File: src/cepsel_pkg.sv
// Purpose: shared constants and types of the card emulation protocol selector
// Assumes: command bytes arrive already deframed from the serial command port
// Notes: register offsets are byte addresses on a 32-bit Avalon-MM slave
`default_nettype none

package cepsel_pkg;

    // ------------------------------------------------------------
    // command stream constants
    // ------------------------------------------------------------
    localparam logic [7:0] OPC_PROTO_SEL = 8'h02;
    localparam logic [7:0] LEN_EMU = 8'h02;
    localparam logic [7:0] CODE_EMU_A = 8'h12;
    localparam logic [7:0] CODE_EMU_B = 8'h13;
    localparam logic [7:0] CODE_EMU_F = 8'h14;

    // parameter byte field positions
    localparam int TX_LO = 6;
    localparam int RX_LO = 4;
    localparam int WAIT_BIT = 3;
    localparam int CLK_BIT = 1;
    localparam int CRC_BIT = 0;

    // result codes
    localparam logic [7:0] RES_OK = 8'h00;
    localparam logic [7:0] RES_BAD_LEN = 8'h81;
    localparam logic [7:0] RES_BAD_PROTO = 8'h82;
    localparam logic [7:0] RES_BAD_RATE = 8'h83;

    // ------------------------------------------------------------
    // register map
    // ------------------------------------------------------------
    localparam logic [4:0] REG_CFG = 5'h00;
    localparam logic [4:0] REG_CTRL = 5'h04;
    localparam logic [4:0] REG_STAT = 5'h08;
    localparam logic [4:0] REG_IRQ_STAT = 5'h0c;
    localparam logic [4:0] REG_IRQ_MASK = 5'h10;
    localparam int CTRL_LISTEN = 0;
    localparam int CTRL_STOP = 1;
    localparam int IRQ_W = 5;
    localparam int IRQ_DONE = 0;
    localparam int IRQ_ERR = 1;
    localparam int IRQ_NOFIELD = 2;
    localparam int IRQ_FIELD = 3;
    localparam int IRQ_RATE = 4;
    localparam logic [IRQ_W-1:0] IRQ_MASK_RST = 5'h00;

    // ------------------------------------------------------------
    // types
    // ------------------------------------------------------------
    typedef enum logic [1:0] {EMU_NONE, EMU_A, EMU_B, EMU_F} cepsel_proto_t;
    typedef enum logic [2:0] {CS_IDLE, CS_LEN, CS_PROTO, CS_PARAM, CS_SKIP} cepsel_cmd_st_t;
    typedef enum logic [1:0] {LS_OFF, LS_WAIT, LS_ACTIVE} cepsel_lst_t;

    typedef struct packed {
        cepsel_proto_t proto;
        logic [1:0] tx_rate;
        logic [1:0] rx_rate;
        logic wait_field;
        logic clk_rec;
        logic crc_auto;
    } cepsel_cfg_t;

    localparam cepsel_cfg_t CFG_RST = '0;

endpackage : cepsel_pkg

`default_nettype wire

File: src/cepsel_top.sv
// Purpose: decode the emulation protocol select command and hold the emulation setup
// Assumes: one byte per cmd_valid_i pulse; listen and query come as one-cycle pulses
// Notes: registers reached over Avalon-MM; every access waits exactly one cycle
//
// Design decisions made here: the Avalon-MM register port and the register offsets.
`default_nettype none

module cepsel_top
    import cepsel_pkg::*;
(
    input wire logic sys_clk_i,
    input wire logic nrst_i,
    input wire logic [4:0] avs_address_i,
    input wire logic avs_read_i,
    input wire logic avs_write_i,
    input wire logic [31:0] avs_writedata_i,
    input wire logic [3:0] avs_byteenable_i,
    output logic [31:0] avs_readdata_o,
    output logic avs_waitrequest_o,
    input wire logic [7:0] cmd_byte_i,
    input wire logic cmd_valid_i,
    input wire logic listen_i,
    input wire logic field_present_i,
    input wire logic [1:0] rate_det_i,
    input wire logic rate_det_valid_i,
    input wire logic subcarrier_receive_query_i,
    output logic result_valid_o,
    output logic [7:0] result_code_o,
    output cepsel_cfg_t emu_cfg_o,
    output logic listening_o,
    output logic [1:0] rate_report_o,
    output logic rate_report_valid_o,
    output logic irq_o
);

    // ------------------------------------------------------------
    // decoding helpers
    // ------------------------------------------------------------
    // check a code and parameter byte, giving the result code
    function automatic logic [7:0] param_check(input logic [7:0] code, input logic [7:0] prm);
        logic [7:0] r;
        r = RES_OK;
        if (code != CODE_EMU_A && code != CODE_EMU_B && code != CODE_EMU_F)
            r = RES_BAD_PROTO;
        else if (code == CODE_EMU_A && (prm[TX_LO+1] || prm[RX_LO+1]))
            r = RES_BAD_RATE;
        return r;
    endfunction : param_check

    // build the emulation setup; reserved bits are simply not looked at
    function automatic cepsel_cfg_t cfg_from(input logic [7:0] code, input logic [7:0] prm);
        cepsel_cfg_t c;
        c = CFG_RST;
        c.proto = (code == CODE_EMU_A) ? EMU_A : (code == CODE_EMU_B) ? EMU_B : EMU_F;
        if (code != CODE_EMU_F)
        begin
            c.tx_rate = prm[TX_LO+:2];
            c.rx_rate = prm[RX_LO+:2];
        end
        c.wait_field = prm[WAIT_BIT];
        c.clk_rec = prm[CLK_BIT];
        c.crc_auto = (code != CODE_EMU_A) && prm[CRC_BIT];
        return c;
    endfunction : cfg_from

    // ------------------------------------------------------------
    // command decoder
    // ------------------------------------------------------------
    cepsel_cmd_st_t cst_q;
    cepsel_cfg_t cfg_q;
    logic is_sel_q;
    logic [7:0] code_q;
    logic [7:0] skip_q;
    logic res_valid_q;
    logic [7:0] res_code_q;

    // walk the four byte selection, skip the bodies of other commands
    always_ff @(posedge sys_clk_i or negedge nrst_i)
    begin
        if (!nrst_i)
        begin
            cst_q <= CS_IDLE;
            cfg_q <= CFG_RST;
            is_sel_q <= 1'b0;
            code_q <= 8'h00;
            skip_q <= 8'h00;
            res_valid_q <= 1'b0;
            res_code_q <= RES_OK;
        end
        else
        begin
            res_valid_q <= 1'b0;
            if (cmd_valid_i)
            begin
                case (cst_q)
                    CS_IDLE:
                    begin
                        is_sel_q <= (cmd_byte_i == OPC_PROTO_SEL);
                        cst_q <= CS_LEN;
                    end
                    CS_LEN:
                    begin
                        skip_q <= cmd_byte_i;
                        if (is_sel_q && cmd_byte_i == LEN_EMU)
                            cst_q <= CS_PROTO;
                        else
                        begin
                            // wrong length: refuse now, then stay aligned with the stream
                            res_valid_q <= is_sel_q;
                            res_code_q <= is_sel_q ? RES_BAD_LEN : res_code_q;
                            cst_q <= (cmd_byte_i == 8'h00) ? CS_IDLE : CS_SKIP;
                        end
                    end
                    CS_SKIP:
                    begin
                        skip_q <= skip_q - 8'h01;
                        if (skip_q == 8'h01)
                            cst_q <= CS_IDLE;
                    end
                    CS_PROTO:
                    begin
                        code_q <= cmd_byte_i;
                        cst_q <= CS_PARAM;
                    end
                    CS_PARAM:
                    begin
                        // refuse reserved rates and unknown codes
                        res_valid_q <= 1'b1;
                        res_code_q <= param_check(code_q, cmd_byte_i);
                        // store the standard picked by the code
                        if (param_check(code_q, cmd_byte_i) == RES_OK)
                            cfg_q <= cfg_from(code_q, cmd_byte_i);
                        cst_q <= CS_IDLE;
                    end
                    default:
                        cst_q <= CS_IDLE;
                endcase
            end
        end
    end

    // ------------------------------------------------------------
    // bus slave
    // ------------------------------------------------------------
    logic ack_q;
    logic acc;
    logic done;
    logic [31:0] rd_q;
    logic [31:0] rd_mux;
    logic [IRQ_W-1:0] irq_stat_q;
    logic [IRQ_W-1:0] irq_mask_q;
    logic [IRQ_W-1:0] irq_set;
    logic [IRQ_W-1:0] irq_clr;
    logic [4:0] reg_addr;
    logic ctl_wr;
    cepsel_lst_t lst_q;
    logic [1:0] det_rate_q;

    // one wait cycle per access: data is latched then presented
    assign acc = avs_read_i | avs_write_i;
    assign done = acc & ack_q;
    assign avs_waitrequest_o = acc & ~ack_q;
    assign avs_readdata_o = rd_q;
    assign reg_addr = {avs_address_i[4:2], 2'b00};
    assign ctl_wr = done & avs_write_i & avs_byteenable_i[0] & (reg_addr == REG_CTRL);

    // read mux; unmapped words read as zero
    always_comb
    begin
        rd_mux = 32'h0000_0000;
        case (reg_addr)
            REG_CFG: rd_mux[8:0] = cfg_q;
            REG_STAT: rd_mux[11:0] = {det_rate_q, lst_q, res_code_q};
            REG_IRQ_STAT: rd_mux[IRQ_W-1:0] = irq_stat_q;
            REG_IRQ_MASK: rd_mux[IRQ_W-1:0] = irq_mask_q;
            default: rd_mux = 32'h0000_0000;
        endcase
    end

    // handshake and read data capture
    always_ff @(posedge sys_clk_i or negedge nrst_i)
    begin
        if (!nrst_i)
        begin
            ack_q <= 1'b0;
            rd_q <= 32'h0000_0000;
        end
        else
        begin
            ack_q <= acc & ~ack_q;
            if (avs_read_i & ~ack_q)
                rd_q <= rd_mux;
        end
    end

    // mask register
    always_ff @(posedge sys_clk_i or negedge nrst_i)
    begin
        if (!nrst_i)
            irq_mask_q <= IRQ_MASK_RST;
        else if (done & avs_write_i & avs_byteenable_i[0] & (reg_addr == REG_IRQ_MASK))
            irq_mask_q <= avs_writedata_i[IRQ_W-1:0];
    end

    // ------------------------------------------------------------
    // listen and field handling
    // ------------------------------------------------------------
    logic listen_go;
    logic stop_go;
    cepsel_lst_t lst_d;
    logic ev_nofield;
    logic ev_field;
    logic ev_rate;

    assign listen_go = listen_i | (ctl_wr & avs_writedata_i[CTRL_LISTEN]);
    assign stop_go = ctl_wr & avs_writedata_i[CTRL_STOP];

    // field choice takes effect when a listen starts and again when an active field is lost
    // no field gives an error or a wait, as chosen
    always_comb
    begin
        lst_d = lst_q;
        ev_nofield = 1'b0;
        ev_field = 1'b0;
        case (lst_q)
            LS_OFF:
                if (listen_go)
                begin
                    if (cfg_q.proto != EMU_NONE && field_present_i)
                    begin
                        lst_d = LS_ACTIVE;
                        ev_field = 1'b1;
                    end
                    else if (cfg_q.proto != EMU_NONE && cfg_q.wait_field)
                        lst_d = LS_WAIT;
                    else
                        ev_nofield = 1'b1;
                end
            LS_WAIT:
                if (stop_go)
                    lst_d = LS_OFF;
                else if (field_present_i)
                begin
                    lst_d = LS_ACTIVE;
                    ev_field = 1'b1;
                end
            LS_ACTIVE:
                if (stop_go)
                    lst_d = LS_OFF;
                else if (!field_present_i)
                begin
                    // field lost: fall back the same way a listen would
                    lst_d = cfg_q.wait_field ? LS_WAIT : LS_OFF;
                    ev_nofield = !cfg_q.wait_field;
                end
            default:
                lst_d = LS_OFF;
        endcase
    end

    always_ff @(posedge sys_clk_i or negedge nrst_i)
    begin
        if (!nrst_i)
            lst_q <= LS_OFF;
        else
            lst_q <= lst_d;
    end

    // ------------------------------------------------------------
    // rate detection and report
    // ------------------------------------------------------------
    // catch detected rate in 18092 mode, answer the query
    assign ev_rate = (cfg_q.proto == EMU_F) && (lst_q == LS_ACTIVE) && rate_det_valid_i;

    always_ff @(posedge sys_clk_i or negedge nrst_i)
    begin
        if (!nrst_i)
        begin
            det_rate_q <= 2'h0;
            rate_report_o <= 2'h0;
            rate_report_valid_o <= 1'b0;
        end
        else
        begin
            if (ev_rate)
                det_rate_q <= rate_det_i;
            rate_report_valid_o <= subcarrier_receive_query_i;
            // types A and B report the programmed receive rate instead
            if (subcarrier_receive_query_i)
                rate_report_o <= (cfg_q.proto == EMU_F) ? det_rate_q : cfg_q.rx_rate;
        end
    end

    // ------------------------------------------------------------
    // interrupt status
    // ------------------------------------------------------------
    // clear only what the read returned, so a bit set meanwhile survives
    assign irq_clr = (done & avs_read_i & (reg_addr == REG_IRQ_STAT)) ? rd_q[IRQ_W-1:0] : '0;

    always_comb
    begin
        irq_set = '0;
        irq_set[IRQ_DONE] = res_valid_q && (res_code_q == RES_OK);
        irq_set[IRQ_ERR] = res_valid_q && (res_code_q != RES_OK);
        irq_set[IRQ_NOFIELD] = ev_nofield;
        irq_set[IRQ_FIELD] = ev_field;
        irq_set[IRQ_RATE] = ev_rate;
    end

    // set wins over a clear in the same cycle
    always_ff @(posedge sys_clk_i or negedge nrst_i)
    begin
        if (!nrst_i)
            irq_stat_q <= '0;
        else
            irq_stat_q <= (irq_stat_q & ~irq_clr) | irq_set;
    end

    assign irq_o = |(irq_stat_q & irq_mask_q);
    assign result_valid_o = res_valid_q;
    assign result_code_o = res_code_q;
    assign emu_cfg_o = cfg_q;
    assign listening_o = (lst_q == LS_ACTIVE);
endmodule : cepsel_top

`default_nettype wire

File: config.mk
export PLATFORM = sky130hd
export DESIGN_NAME = cepsel_top
export DESIGN_NICKNAME = d
export VERILOG_FILES = /design/src/cepsel_pkg.sv /design/src/cepsel_top.sv
export SDC_FILE = /design/constraint.sdc
export NUM_CORES = 1
export LEC_CHECK = 0
export BUFFER_PORTS_ARGS = -buffer_cell sky130_fd_sc_hd__buf_2
export CORE_MARGIN = 3
export CORE_UTILIZATION = 49
export DETAILED_ROUTE_END_ITERATION = 8
export PLACE_DENSITY = 0.82
export SYNTH_ARGS = -nofsm -noshare
export SYNTH_HDL_FRONTEND = slang
export SYNTH_SLANG_ARGS = --single-unit
File: constraint.sdc
create_clock -name sys_clk_i -period 4.6 [get_ports sys_clk_i]
set_clock_uncertainty 0.1 [all_clocks]
set_input_delay 0.92 -clock sys_clk_i [delete_from_list [all_inputs] [get_ports sys_clk_i]]
set_output_delay 0.92 -clock sys_clk_i [all_outputs]
set_load 0.01 [all_outputs]
==> out/metrics.csv <==
stage;metric;value;unit
placed_design;IO buf count;58;
cells_and_area;area growth from synthesis to layout;13.0;%
setup_path;Worst Reg-to-Reg Cells;4;
synthesis;Post-synth ARST share;1.00;
setup_path;Crit Path Max Fanout;3;
sta;Fmax;409;MHz
grt;first-pass GRT wire length;11900;µm
sta;Final Hold Fails;0;
die;die width;88.2;µm
synthesis;Post-synth EDFFs;0;
routing;final wirelength;7460;µm
cts;hold_buf cts;0;
routing;Vias/cell;5.72;
setup_path;worst r2r src;code_q[3];
grt;pin count of the biggest net entering global routing;41;
synthesis;synthesized flop and latch total;63;
placed_design;GPL Wtd Cong;0.887;
setup_path;Crit Path Category;flop to output pin;
routing;first-pass detailed-route iteration total;4;
cells_and_area;share of post-route cells with drive strength above 1;0.271;
cts;Root Driver;clkbuf_8;
routing;met2 WL;3590;µm
cts;Sinks on Clock Net;63;
cts;worst skew pair latency;340;ps
sta;worst-margin pin slew;853;ps
routing;total number of vias;2637;
synthesis;ys flop type;dfrtp_1;
routing;drt wl/cell;16.2;µm
synthesis;Syn. warnings;0;
sta;min Tclk post-route;2440;ps
cts;Post-CTS Setup Bufs;0;
grt;grt total ovfl;0;
synthesis;Post-Syn Instances;322;
routing;met3 WL post-DR;558;µm
job;max_cap viols;0;
placed_design;# placed instances;445;
cts;TritonCTS Buffers;9;
cells_and_area;fin cells;461;
sta;Rel. slew slack;0.431;
synthesis;post-synthesis cell type count;59;
setup_path;Startpoint Class;flop;
routing;met1 WL;3230;µm
cells_and_area;commonest non-fill, non-tap cells in the layout;63 x dfrtp_1, 58 x buf_2, 32 x nand2_1;
synthesis;syn avg cell area;10.3;µm²
sta;RSZ-0062 raised after global routing;false;
cts;clock slew at reported path FFs;80;ps
cts;H-tree depth;3;
cells_and_area;FF+latch area;1580;µm²
power_and_ir_drop;power consumption;1.79;mW
synthesis;Synth area leaders;dfrtp_1 48%, mux2_2 6.1%, buf_4 5.7%;
outcome;status;completed;
cts;CTS tree;built;
cells_and_area;diode insertion count for antenna repair;0;
grt;initial antenna violation count;0;
cells_and_area;multi-input combinational cell area;1520;µm²
setup_path;r2r setup slk;2570;ps
sta;final worst path period share;0.531;
setup_path;r2r endpoint;emu_cfg_o[2];
die;Core ar.;6460;µm²
synthesis;register area share after synthesis;0.476;
min_path;HP Class;flop to flop;
cells_and_area;Final Net Count;441;
min_path;Hold Path Sink;avs_readdata_o[10];
cells_and_area;fill count;551;
setup_path;Req. time, crit path;3580;ps
sta;TNS Setup;0;ps
min_path;Hold Path Stages;1;
sta;fin. max-slew vios;0;
routing;DRT antenna net count;0;
setup_path;Setup crit end kind;output pin;
power_and_ir_drop;VDD IR max;0.361;mV
grt;vias in the first global route;2441;
die;initial core utilization;0.513;
die;Die Area;7780;µm²
setup_path;WP data arrival;1420;ps
synthesis;Synth top area share;0.476;
cells_and_area;commonest non-fill, non-tap cell in the layout;dfrtp_1;
die;# IOs;116;
power_and_ir_drop;P_leak;1.85;nW
synthesis;cell area after synthesis;3310;µm²
routing;residual DRC count;0;
routing;DR top layer;met4;
sta;Final setup violation count;0;
die;row cnt;29;
synthesis;area leader, netlist;dfrtp_1;
placed_design;Final HPWL DP;5460;µm
min_path;hold_sp;avs_readdata_o[10];
grt;Tot GR Track Use;0.200;
cts;Clock Path Buffers;2;
cts;post-cts sizing count;0;
routing;DRT iter0 DRCs;174;
power_and_ir_drop;PD cells;479;nW/µm²
die;die height;88.2;µm
==> layer usage <==
metal | vias to the layer above | GRT usage
met4 | 0 | 0.0591
met3 | 12 | 0.0649
met5 | - | 0
met1 | 1289 | 0.259
li1 | 1231 | -
met2 | 105 | 0.321
==> critical path, stage by stage, from the launching register on <==
cell and delay (ps):
dfrtp_1 430, a222oi_1 400, nand2_1 100, buf_2 150
==> cell usage after synthesis, types with 4 or more instances <==
library cell and instances:
mux2i_1 12, buf_4 25, nand2b_1 4, clkbuf_1 8, nand2_1 32, nor2_1 13
nor3_1 7, a22o_1 6, mux2_2 18, a21oi_1 9, nand3_1 6, inv_1 15
nor4_1 5, o21ai_0 20, o2bb2ai_1 5, a22oi_1 8, and3_1 5, dfrtp_1 63
==> state kept, by name, summed over array words and instances, names as in the netlist <==
name / flops
avs_readdata_o: 12
emu_cfg_o: 9
code_q: 8
skip_q: 8
irq_mask_q: 5
irq_stat_q: 5
cst_q: 3
result_code_o: 3
det_rate_q: 2
lst_q: 2
rate_report_o: 2
ack_q: 1
is_sel_q: 1
rate_report_valid_o: 1
result_valid_o: 1
==> layout make-up <==
type | instances | share of cell area
inverters | 15 | 0.0151
clock buffers | 10 | 0.0341
multi-input cells | 231 | 0.407
flip-flops and latches | 63 | 0.422
well taps | 77 | 0.0258
repair buffers | 59 | 0.0796
clock inverters | 6 | 0.0164
==> kinds of logic after synthesis <==
logic type      after synthesis  share of synthesized area
simple gates                 97                      0.161
compound gates               73                      0.150
flops                        63                      0.476
buf+inv                      52                     0.0907
mux                          33                      0.111
fa+ha+maj                     2                    0.00756
other cells                   1                    0.00113
xor+xnor                      1                    0.00265
==> power by group <==
part	switching (mW)	internal, mW	leakage (nW)
sequential	0.155	0.682	0.777
combinational	0.265	0.228	0.981
clock	0.213	0.248	0.0960
==> metrics by stage <==
stage	instance area, µm²	setup slack, ps	hold slack [ps]	utilization
floorplan	3400	2320	357	-
global placement	3550	2150	375	0.550
detailed placement	3550	2130	384	0.550
CTS	3740	2150	404	0.579
global route	3740	2050	416	0.579
finish	3740	2160	399	0.579
==> worst max path at each step <==
stage | slack (ps) | depth (start not counted) | to | start
after floorplan | 2320 | 6 | irq_stat_q[2] | avs_address_i[3]
after global placement | 2150 | 5 | emu_cfg_o[8] | cmd_byte_i[5]
after detailed placement | 2130 | 5 | emu_cfg_o[2] | cmd_byte_i[5]
after CTS | 2150 | 3 | irq_o | irq_stat_q[4]
after global routing | 2050 | 3 | irq_o | irq_stat_q[4]
final | 2160 | 3 | irq_o | irq_stat_q[4]
No activity file was read; power rests on OpenSTA's default activity.
